### src/dpsm_map.svh
// dpsm_map.svh - constants for the drive profile state machine.
// Assumes inclusion by the package and the top module by bare name.
`ifndef DPSM_MAP_SVH
`define DPSM_MAP_SVH

// ----------------------------------------------------------------
// object indices
// ----------------------------------------------------------------
`define DPSM_CMD_WORD_INDEX 16'h6040
`define DPSM_STATE_WORD_INDEX 16'h6041
`define DPSM_WORD_RESET 16'h0000

// ----------------------------------------------------------------
// command word bit positions
// ----------------------------------------------------------------
`define DPSM_CW_SWITCH_ON 0
`define DPSM_CW_ENABLE_VOLTAGE 1
`define DPSM_CW_QUICK_STOP 2
`define DPSM_CW_ENABLE_OP 3
`define DPSM_CW_FAULT_RESET 7
`define DPSM_CW_HALT 8
`define DPSM_CW_REMOTE 11

// ----------------------------------------------------------------
// state word bit positions
// ----------------------------------------------------------------
`define DPSM_SW_VOLTAGE 4
`define DPSM_SW_QUICK_STOP 5
`define DPSM_SW_SWON_DISABLED 6
`define DPSM_SW_REMOTE 9
`define DPSM_SW_TARGET 10

// ----------------------------------------------------------------
// state codes in the low nibble
// ----------------------------------------------------------------
`define DPSM_NIB_NONE 4'h0
`define DPSM_NIB_READY 4'h1
`define DPSM_NIB_SWON 4'h3
`define DPSM_NIB_ENABLED 4'h7
`define DPSM_NIB_REACT 4'hF
`define DPSM_NIB_FAULT 4'h8

// ----------------------------------------------------------------
// internal run command word bits
// ----------------------------------------------------------------
`define DPSM_RUN_RAMP 0
`define DPSM_RUN_ENABLE 1

// initialization time after reset
`define DPSM_INIT_NS 1000
`define DPSM_CLK_NS 40
`define DPSM_INIT_CYCLES ((`DPSM_INIT_NS + `DPSM_CLK_NS - 1) / `DPSM_CLK_NS)

`endif

### src/dpsm_pkg.sv
// dpsm_pkg.sv - types of the drive profile state machine.
// Assumes dpsm_map.svh is on the include path.
package dpsm_pkg;
    `include "dpsm_map.svh"

    // ------------------------------------------------------------
    // drive states
    // ------------------------------------------------------------
    typedef enum logic [2:0] {
        DPSM_NOT_READY,
        DPSM_SWON_DISABLED,
        DPSM_READY,
        DPSM_SWITCHED_ON,
        DPSM_ENABLED,
        DPSM_QUICK_STOP,
        DPSM_FAULT_REACT,
        DPSM_FAULT
    } dpsm_state_t;

    // mode-specific command bits passed on to mode logic
    typedef struct packed {
        logic halt;
        logic bit6;
        logic bit5;
        logic bit4;
    } dpsm_mode_bits_t;

    // drive condition inputs from the inverter
    typedef struct packed {
        logic at_reference;
        logic remote_accept;
        logic halt_active;
    } dpsm_cond_t;
endpackage : dpsm_pkg

### src/dpsm_core.sv
// dpsm_core.sv - drive profile state machine, control word in, state word out.
// Assumes command word writes arrive as a one-cycle strobe with data on sys_clk_in;
// fault and condition inputs are synchronous to sys_clk_in.
`timescale 1ns/1ps
`include "dpsm_map.svh"

// Functional notes
// - after reset sit in not-ready, then move alone to switch-on disabled
// - state commands decode only from command bits 0,1,2,3,7
// - shutdown: b7=0,b2=1,b1=1,b0=0; transitions 2, 6, 8
// - switch on: b7=0,b3=0,b2..0=111; transition 3, state change only
// - disable voltage: b7=0,b1=0; transitions 7,9,10,12; 12 clears run enable
// - quick stop: b7=0,b2=0,b1=1; transitions 7,10,11; 11 clears ramp start
// - enable operation: b7=0,b3..0=1111; 4 sets enable and ramp, 16 sets ramp
// - disable operation in operation enabled takes transition 5, clears enable
// - shutdown or disable voltage while operating clears run enable
// - fault enters fault reaction, disables inverter, then moves to fault
// - rising edge of bit 7 resets fault, back to switch-on disabled
// - transitions 2,3,6,7,10 leave both run bits unchanged
// - bit 11 picks local or remote; 12-15 maker use, 9-10 reserved
// - bits 4,5,6,8 go to operation mode logic
// - state word bits 3..0 and 6..5 encode the lower states
// - codes for enabled, quick stop, fault reaction and fault
// - state word bit 4 reports power section supplied
// - state word bit 9 mirrors remote acceptance
// - bit 10 set at reference, or while quick stop or halt
// - state word bits 7, 8, 11, 14, 15 read zero
// - power disabled states switch no supply; power stays on
// - state word bits 12 and 13 read zero in velocity mode
module dpsm_core #(
    parameter int unsigned INIT_CYCLES = `DPSM_INIT_CYCLES
) (
    input wire logic sys_clk_in,
    input wire logic reset_n_in,
    input wire logic cmd_write_in,
    input wire logic [15:0] cmd_word_in,
    input wire logic fault_in,
    input wire dpsm_pkg::dpsm_cond_t cond_in,
    output logic [15:0] cmd_word_out,
    output logic [15:0] state_word_out,
    output logic [1:0] internal_run_command_word_out,
    output dpsm_pkg::dpsm_mode_bits_t mode_bits_out,
    output logic remote_select_out
);
    import dpsm_pkg::*;

    // ------------------------------------------------------------
    // reset release
    // ------------------------------------------------------------
    logic rst_meta;
    logic rst_n;

    // two stage release keeps removal of reset clean
    always_ff @(posedge sys_clk_in or negedge reset_n_in) begin
        if (!reset_n_in) begin
            rst_meta <= 1'b0;
            rst_n <= 1'b0;
        end else begin
            rst_meta <= 1'b1;
            rst_n <= rst_meta;
        end
    end

    // ------------------------------------------------------------
    // command word register
    // ------------------------------------------------------------
    logic [15:0] cmd_word;
    logic fault_reset_prev;

    // stored word; bit 7 history gives the edge
    always_ff @(posedge sys_clk_in or negedge rst_n) begin
        if (!rst_n) begin
            cmd_word <= `DPSM_WORD_RESET;
            fault_reset_prev <= 1'b0;
        end else if (cmd_write_in) begin
            cmd_word <= cmd_word_in;
            fault_reset_prev <= cmd_word[`DPSM_CW_FAULT_RESET];
        end
    end

    // ------------------------------------------------------------
    // command decode
    // ------------------------------------------------------------
    wire b0 = cmd_word_in[`DPSM_CW_SWITCH_ON];
    wire b1 = cmd_word_in[`DPSM_CW_ENABLE_VOLTAGE];
    wire b2 = cmd_word_in[`DPSM_CW_QUICK_STOP];
    wire b3 = cmd_word_in[`DPSM_CW_ENABLE_OP];
    wire b7 = cmd_word_in[`DPSM_CW_FAULT_RESET];
    wire is_shutdown = cmd_write_in && !b7 && b2 && b1 && !b0;
    // switch on, shared with disable operation
    wire is_switch_on = cmd_write_in && !b7 && !b3 && b2 && b1 && b0;
    wire is_disable_v = cmd_write_in && !b7 && !b1;
    wire is_quick = cmd_write_in && !b7 && !b2 && b1;
    wire is_enable_op = cmd_write_in && !b7 && b3 && b2 && b1 && b0;
    // rising edge against the last written word
    wire is_fault_reset = cmd_write_in && b7 && !cmd_word[`DPSM_CW_FAULT_RESET];

    // ------------------------------------------------------------
    // state machine
    // ------------------------------------------------------------
    dpsm_state_t state;
    dpsm_state_t next_state;
    logic run_enable;
    logic run_ramp;
    logic next_run_enable;
    logic next_run_ramp;
    logic [$clog2(INIT_CYCLES + 1)-1:0] init_count;
    wire init_done = (init_count == ($clog2(INIT_CYCLES + 1))'(INIT_CYCLES));

    always_ff @(posedge sys_clk_in or negedge rst_n) begin
        if (!rst_n) begin
            init_count <= '0;
        end else if (!init_done) begin
            init_count <= init_count + 1'b1;
        end
    end

    // transition endpoints; default holds state and run bits
    always_comb begin
        next_state = state;
        next_run_enable = run_enable;
        next_run_ramp = run_ramp;
        unique case (state)
            DPSM_NOT_READY: begin
                if (init_done) begin
                    next_state = DPSM_SWON_DISABLED;
                end
            end
            DPSM_SWON_DISABLED: begin
                if (is_shutdown) begin
                    next_state = DPSM_READY;
                end
            end
            DPSM_READY: begin
                // transitions 3 and 7 keep run bits
                if (is_switch_on) begin
                    next_state = DPSM_SWITCHED_ON;
                end else if (is_disable_v || is_quick) begin
                    next_state = DPSM_SWON_DISABLED;
                end
            end
            DPSM_SWITCHED_ON: begin
                if (is_enable_op) begin
                    next_state = DPSM_ENABLED;
                    next_run_enable = 1'b1;
                    next_run_ramp = 1'b1;
                end else if (is_shutdown) begin
                    next_state = DPSM_READY;
                end else if (is_disable_v || is_quick) begin
                    next_state = DPSM_SWON_DISABLED;
                end
            end
            DPSM_ENABLED: begin
                if (is_switch_on) begin
                    next_state = DPSM_SWITCHED_ON;
                    next_run_enable = 1'b0;
                end else if (is_shutdown) begin
                    next_state = DPSM_READY;
                    next_run_enable = 1'b0;
                end else if (is_disable_v) begin
                    next_state = DPSM_SWON_DISABLED;
                    next_run_enable = 1'b0;
                end else if (is_quick) begin
                    next_state = DPSM_QUICK_STOP;
                    next_run_ramp = 1'b0;
                end
            end
            DPSM_QUICK_STOP: begin
                if (is_enable_op) begin
                    next_state = DPSM_ENABLED;
                    next_run_ramp = 1'b1;
                end else if (is_disable_v) begin
                    next_state = DPSM_SWON_DISABLED;
                    next_run_enable = 1'b0;
                end
            end
            DPSM_FAULT_REACT: begin
                next_state = DPSM_FAULT;
            end
            DPSM_FAULT: begin
                if (is_fault_reset && !fault_in) begin
                    next_state = DPSM_SWON_DISABLED;
                end
            end
        endcase
        // transition 13 from any operating state
        if (fault_in && state != DPSM_NOT_READY && state != DPSM_FAULT_REACT && state != DPSM_FAULT) begin
            next_state = DPSM_FAULT_REACT;
            next_run_enable = 1'b0;
            next_run_ramp = 1'b0;
        end
    end

    // state and run bit registers
    always_ff @(posedge sys_clk_in or negedge rst_n) begin
        if (!rst_n) begin
            state <= DPSM_NOT_READY;
            run_enable <= 1'b0;
            run_ramp <= 1'b0;
        end else begin
            state <= next_state;
            run_enable <= next_run_enable;
            run_ramp <= next_run_ramp;
        end
    end

    // ------------------------------------------------------------
    // state word build
    // ------------------------------------------------------------
    logic [3:0] next_nibble;
    logic [1:0] next_b65;

    // state codes; bit 5 is don't-care where not listed, zero here
    always_comb begin
        next_nibble = `DPSM_NIB_NONE;
        next_b65 = 2'b00;
        unique case (next_state)
            DPSM_NOT_READY: next_nibble = `DPSM_NIB_NONE;
            DPSM_SWON_DISABLED: next_b65 = 2'b10;
            DPSM_READY: begin
                next_nibble = `DPSM_NIB_READY;
                next_b65 = 2'b01;
            end
            DPSM_SWITCHED_ON: begin
                next_nibble = `DPSM_NIB_SWON;
                next_b65 = 2'b01;
            end
            DPSM_ENABLED: begin
                next_nibble = `DPSM_NIB_ENABLED;
                next_b65 = 2'b01;
            end
            DPSM_QUICK_STOP: next_nibble = `DPSM_NIB_ENABLED;
            DPSM_FAULT_REACT: next_nibble = `DPSM_NIB_REACT;
            DPSM_FAULT: next_nibble = `DPSM_NIB_FAULT;
        endcase
    end

    // target reached, quick stop or halt
    wire next_target = cond_in.at_reference || (next_state == DPSM_QUICK_STOP) || cond_in.halt_active;
    // unused bits held at zero in the assembly below
    wire [15:0] next_state_word = {
        5'h00,
        next_target,
        cond_in.remote_accept,
        2'b00,
        next_b65,
        1'b1,
        next_nibble
    };
    // bit 4 constant: power section always fed
    // no supply switching in power disabled states

    // ------------------------------------------------------------
    // output registers
    // ------------------------------------------------------------
    // pass-through fields from the new word
    wire [15:0] next_cmd_word = cmd_write_in ? cmd_word_in : cmd_word;
    // remote bit mirrored from command word bit 11

    always_ff @(posedge sys_clk_in or negedge rst_n) begin
        if (!rst_n) begin
            state_word_out <= `DPSM_WORD_RESET;
            cmd_word_out <= `DPSM_WORD_RESET;
            internal_run_command_word_out <= 2'b00;
            mode_bits_out <= '0;
            remote_select_out <= 1'b0;
        end else begin
            state_word_out <= next_state_word;
            cmd_word_out <= next_cmd_word;
            internal_run_command_word_out <= {next_run_enable, next_run_ramp};
            mode_bits_out <= {next_cmd_word[`DPSM_CW_HALT], next_cmd_word[6:4]};
            remote_select_out <= next_cmd_word[`DPSM_CW_REMOTE];
        end
    end

    // fault_reset_prev kept only for visibility of edge history
    wire unused_prev = fault_reset_prev;
endmodule : dpsm_core

### config.mk
export PLATFORM = sky130hd
export DESIGN_NAME = dpsm_core
export DESIGN_NICKNAME = d
export VERILOG_FILES = /design/src/dpsm_pkg.sv /design/src/dpsm_core.sv
export VERILOG_INCLUDE_DIRS = /design/src
export SDC_FILE = /design/constraint.sdc
export NUM_CORES = 1
export LEC_CHECK = 0
export BUFFER_PORTS_ARGS = -buffer_cell sky130_fd_sc_hd__buf_2
export CORE_UTILIZATION = 45
export CTS_CLUSTER_SIZE = 30
export DETAILED_ROUTE_END_ITERATION = 16
export HOLD_SLACK_MARGIN = 0.12
export PLACE_DENSITY = 0.76
export SYNTH_ARGS = -nofsm -noshare
export SYNTH_HDL_FRONTEND = slang
export SYNTH_SLANG_ARGS = --single-unit
### constraint.sdc
create_clock -name sys_clk_in -period 1 [get_ports sys_clk_in]
set_input_delay 0.1 -clock sys_clk_in [delete_from_list [all_inputs] [get_ports sys_clk_in]]
set_output_delay 0.1 -clock sys_clk_in [all_outputs]
set_load 0.02 [all_outputs]
==> metrics.txt <==
# TYPE chip_impl_metric gauge
chip_impl_metric{name="die_area",unit="µm²"} 4280
chip_impl_metric{name="dpl_cell_area",unit="µm²"} 2290
chip_impl_metric{name="drive_above_1_share",unit=""} 0.586
chip_impl_metric{name="tns",unit="ns"} -6.37
chip_impl_metric{name="rows",unit=""} 22
chip_impl_metric{name="power_density",unit="nW/µm²"} 2110
chip_impl_metric{name="io_buffer_count",unit=""} 54
chip_impl_metric{name="ant_nets",unit=""} 0
chip_impl_metric{name="max-vdd-ir-drop",unit="µV"} 1160
chip_impl_metric{name="synth.ff_latch_count",unit=""} 37
chip_impl_metric{name="final-hold-violation-count",unit=""} 0
chip_impl_metric{name="power.static_leakage",unit="µW"} 0.00130
chip_impl_metric{name="numCtsBuffers",unit=""} 5
chip_impl_info{name="end_kind",value="register"} 1
chip_impl_metric{name="finalMaxSlewViolations",unit=""} 0
chip_impl_metric{name="setup-violations-final",unit=""} 16
chip_impl_metric{name="place_ws",unit="ns"} -0.678
chip_impl_metric{name="sum_of_overflow_across_all_layers_after_global_routing",unit=""} 0
chip_impl_metric{name="yosys.cell_types.count",unit=""} 46
chip_impl_metric{name="grt_first_pass_wirelength",unit="µm"} 6820
chip_impl_metric{name="worst_ep_required_time",unit="ns"} 1.19
chip_impl_info{name="failed_checks",value="setup timing"} 1
chip_impl_metric{name="postSynthCellCount",unit=""} 157
chip_impl_metric{name="core_region_area",unit="µm²"} 3770
chip_impl_info{name="critical_path.startpoint_type",value="register"} 1
chip_impl_info{name="cts.root.buffer_cell",value="sky130_fd_sc_hd__clkbuf_8"} 1
chip_impl_metric{name="synth_area_per_cell",unit="µm²"} 11.5
chip_impl_metric{name="achievable-frequency",unit="MHz"} 602
chip_impl_metric{name="worstSkewPairLatency",unit="ns"} 0.30
chip_impl_metric{name="die_w",unit="µm"} 65.5
chip_impl_metric{name="syn_to_final_growth",unit="%"} 52.5
chip_impl_info{name="tritoncts",value="done"} 1
chip_impl_metric{name="ctsLongestPathBuffers",unit=""} 2
chip_impl_metric{name="number_of_inserted_diodes",unit=""} 0
chip_impl_metric{name="clk_transition_reported_paths",unit="ns"} 0.08
chip_impl_metric{name="routed_wire_length_per_instance",unit="µm"} 14.3
chip_impl_metric{name="postLayoutSetupSlackWorst",unit="ns"} -0.662
chip_impl_metric{name="routed_wl",unit="µm"} 4420
chip_impl_info{name="synth_flop_cell",value="sky130_fd_sc_hd__dfrtp_1"} 1
chip_impl_info{name="path_class",value="reg2reg"} 1
chip_impl_metric{name="grt_max_degree",unit=""} 36
chip_impl_metric{name="fin_cells",unit=""} 309
chip_impl_metric{name="chipHeight",unit="µm"} 65.5
chip_impl_metric{name="cts.htree.levels",unit=""} 2
chip_impl_metric{name="final_estimated_routing_congestion_in_global_placement",unit=""} 0.801
chip_impl_metric{name="power",unit="µW"} 5830
chip_impl_metric{name="maxCapViolations",unit=""} 0
chip_impl_metric{name="num-nets-final",unit=""} 286
chip_impl_info{name="worstHoldPathType",value="in2reg"} 1
chip_impl_metric{name="route.vias.total",unit=""} 1497
chip_impl_metric{name="viasPerCell",unit=""} 4.84
chip_impl_metric{name="final_min_period_over_clock_period",unit=""} 1.66
chip_impl_metric{name="start_util",unit=""} 0.480
chip_impl_metric{name="critical_path_arrival",unit="ns"} 1.85
chip_impl_metric{name="ios",unit=""} 62
chip_impl_metric{name="detailedRoute.firstPassIterationCount",unit=""} 4
chip_impl_metric{name="dpl.hpwl",unit="µm"} 2850
chip_impl_info{name="rsz0062_at_grt",value="yes"} 1
chip_impl_metric{name="grt_pass1_vias",unit=""} 1527
chip_impl_metric{name="global_route.usage.total",unit=""} 0.220
chip_impl_info{name="status",value="finished with violations"} 1
chip_impl_metric{name="place_inst",unit=""} 278
chip_impl_metric{name="synth_seq_area_share",unit=""} 0.511
chip_impl_metric{name="finalClockSkew",unit="ns"} 0.00798
chip_impl_metric{name="final_area",unit="µm²"} 2760
chip_impl_metric{name="layout_min_cycle_time",unit="ns"} 1.66
chip_impl_metric{name="ys_warn_count",unit=""} 0
chip_impl_metric{name="synth_edf_count",unit=""} 0
chip_impl_metric{name="synth-async-reset-ratio",unit=""} 1.00
chip_impl_metric{name="cts.sinks",unit=""} 37
chip_impl_metric{name="mappedNetlistArea",unit="µm²"} 1810
chip_impl_metric{name="path_max_fanout",unit=""} 8
chip_impl_metric{name="grt_antenna_before_repair",unit=""} 0
chip_impl_metric{name="drc",unit=""} 0
chip_impl_metric{name="first_iter_violations",unit=""} 60
==> worst max-delay path: stages, from the launching register on <==
cell and delay (ns):
sky130_fd_sc_hd__dfrtp_2 0.49, sky130_fd_sc_hd__o31a_1 0.33, sky130_fd_sc_hd__o21ai_2 0.19, sky130_fd_sc_hd__o21ai_2 0.11
sky130_fd_sc_hd__nor2_4 0.12, sky130_fd_sc_hd__mux2_4 0.30
==> cells in the mapped netlist, types with 2 or more instances <==
library cell               number  area (µm²)
sky130_fd_sc_hd__ha_1           2        25.0
sky130_fd_sc_hd__buf_4         14         105
sky130_fd_sc_hd__nor2_1        10        37.5
sky130_fd_sc_hd__xnor2_1        3        26.3
sky130_fd_sc_hd__dfrtp_1       37         926
sky130_fd_sc_hd__mux2_2        17         191
sky130_fd_sc_hd__and2_1         2        12.5
sky130_fd_sc_hd__o21ai_2        3        26.3
sky130_fd_sc_hd__nand2_1        3        11.3
sky130_fd_sc_hd__a21oi_1        7        35.0
sky130_fd_sc_hd__nand2b_1       2        12.5
sky130_fd_sc_hd__nand3_1        2        10.0
sky130_fd_sc_hd__buf_6          2        22.5
sky130_fd_sc_hd__xor2_1         2        17.5
sky130_fd_sc_hd__inv_1          9        33.8
sky130_fd_sc_hd__buf_2          4        20.0
sky130_fd_sc_hd__nor3_1         2        10.0
sky130_fd_sc_hd__conb_1         2        7.51
sky130_fd_sc_hd__o21ai_0        3        15.0
sky130_fd_sc_hd__o21bai_1       2        15.0
sky130_fd_sc_hd__a31oi_1        2        12.5
sky130_fd_sc_hd__o22ai_1        2        12.5
sky130_fd_sc_hd__nor2_2         2        12.5
==> stage by stage <==
| stage | util | hold WS [ns] |
|---|---|---|
| after floorplan | - | -0.196 |
| after global placement | 0.607 | -0.115 |
| after detailed placement | 0.607 | -0.112 |
| after CTS | 0.699 | 0.155 |
| after global routing | 0.733 | 0.164 |
| final | 0.733 | 0.166 |
==> sequential cells by signal, indices dropped and copies added, names as in the netlist <==
name	cells
state_word_out	9
rst_meta	1
cmd_word_out	16
init_count	5
state	3
rst_n	1
internal_run_command_word_out	2
==> per-layer routing <==
metal / vias up / global-route usage / wire length [µm]
met3: 8 / 0.0833 / 260
met5: - / 0 / 0
li1: 723 / - / -
met2: 59 / 0.372 / 2340
met1: 707 / 0.235 / 1730
met4: 0 / 0.120 / 96
==> where the power goes <==
group,switching [µW],internal [µW]
sequential,189,1750
clock,532,482
combinational,1430,1440
total,2150,3680
==> path summary, 6_finish.rpt <==
path / start / endpoint / slack, ns / cells after the start
min: cmd_word_in[3] / cmd_word_out[3] / 0.17 / 3
min in group asynchronous: rst_n / init_count[3] / 0.22 / 1
max reg2reg: state[0] / state_word_out[5] / -0.66 / 5
max in group asynchronous: reset_n_in / rst_n / 0.22 / 3
min reg2reg: rst_n / init_count[3] / 0.22 / 1
max: state[0] / state_word_out[5] / -0.66 / 5
==> final cells by class <==
cell class / count / area [µm²]
Clock inverter: 1 / 8.76
Tap cell: 48 / 60.1
Timing Repair Buffer: 111 / 802
Sequential cell: 37 / 931
Multi-Input combinational cell: 97 / 855
Inverter: 9 / 33.8
Clock buffer: 6 / 72.6
Fill cell: 258 / 1010
==> cell usage in the layout (no fill, tap or decap), types with 3 or more instances in the layout <==
| master | instances |
|---|---|
| sky130_fd_sc_hd__conb_1 | 9 |
| sky130_fd_sc_hd__a21oi_2 | 3 |
| sky130_fd_sc_hd__dfrtp_1 | 33 |
| sky130_fd_sc_hd__clkbuf_8 | 5 |
| sky130_fd_sc_hd__nor2_1 | 9 |
| sky130_fd_sc_hd__xnor2_1 | 3 |
| sky130_fd_sc_hd__dlygate4sd3_1 | 17 |
| sky130_fd_sc_hd__buf_4 | 30 |
| sky130_fd_sc_hd__a21oi_1 | 5 |
| sky130_fd_sc_hd__dfrtp_2 | 4 |
| sky130_fd_sc_hd__mux2_2 | 16 |
| sky130_fd_sc_hd__buf_2 | 53 |
| sky130_fd_sc_hd__buf_6 | 9 |
| sky130_fd_sc_hd__inv_1 | 8 |
| sky130_fd_sc_hd__o21ai_2 | 5 |
==> logic make-up (layout without fill, tap and decap cells) <==
| family | count (synthesis) | after routing | synth area share |
|---|---|---|---|
| flip-flops | 37 | 37 | 0.511 |
| buffers and inverters | 30 | 127 | 0.102 |
| multiplexers | 17 | 17 | 0.106 |
| other | 2 | 9 | 0.00415 |
| adder cells (fa/ha/maj) | 2 | 2 | 0.0138 |
| XOR/XNOR | 5 | 5 | 0.0242 |
| AO/OA/AOI/OAI | 32 | 32 | 0.133 |
| AND/OR/NAND/NOR | 32 | 32 | 0.106 |
==> timing repair <==
action                                  CTS  global route
pin swaps                                11             9
setup buffers                             3             8
hold buffers                             17             0
gates resized for setup                  19            18
endpoints found under the setup margin   17            17
hold endpoints to repair                 16             0
Power figures use the tool's default switching activity.
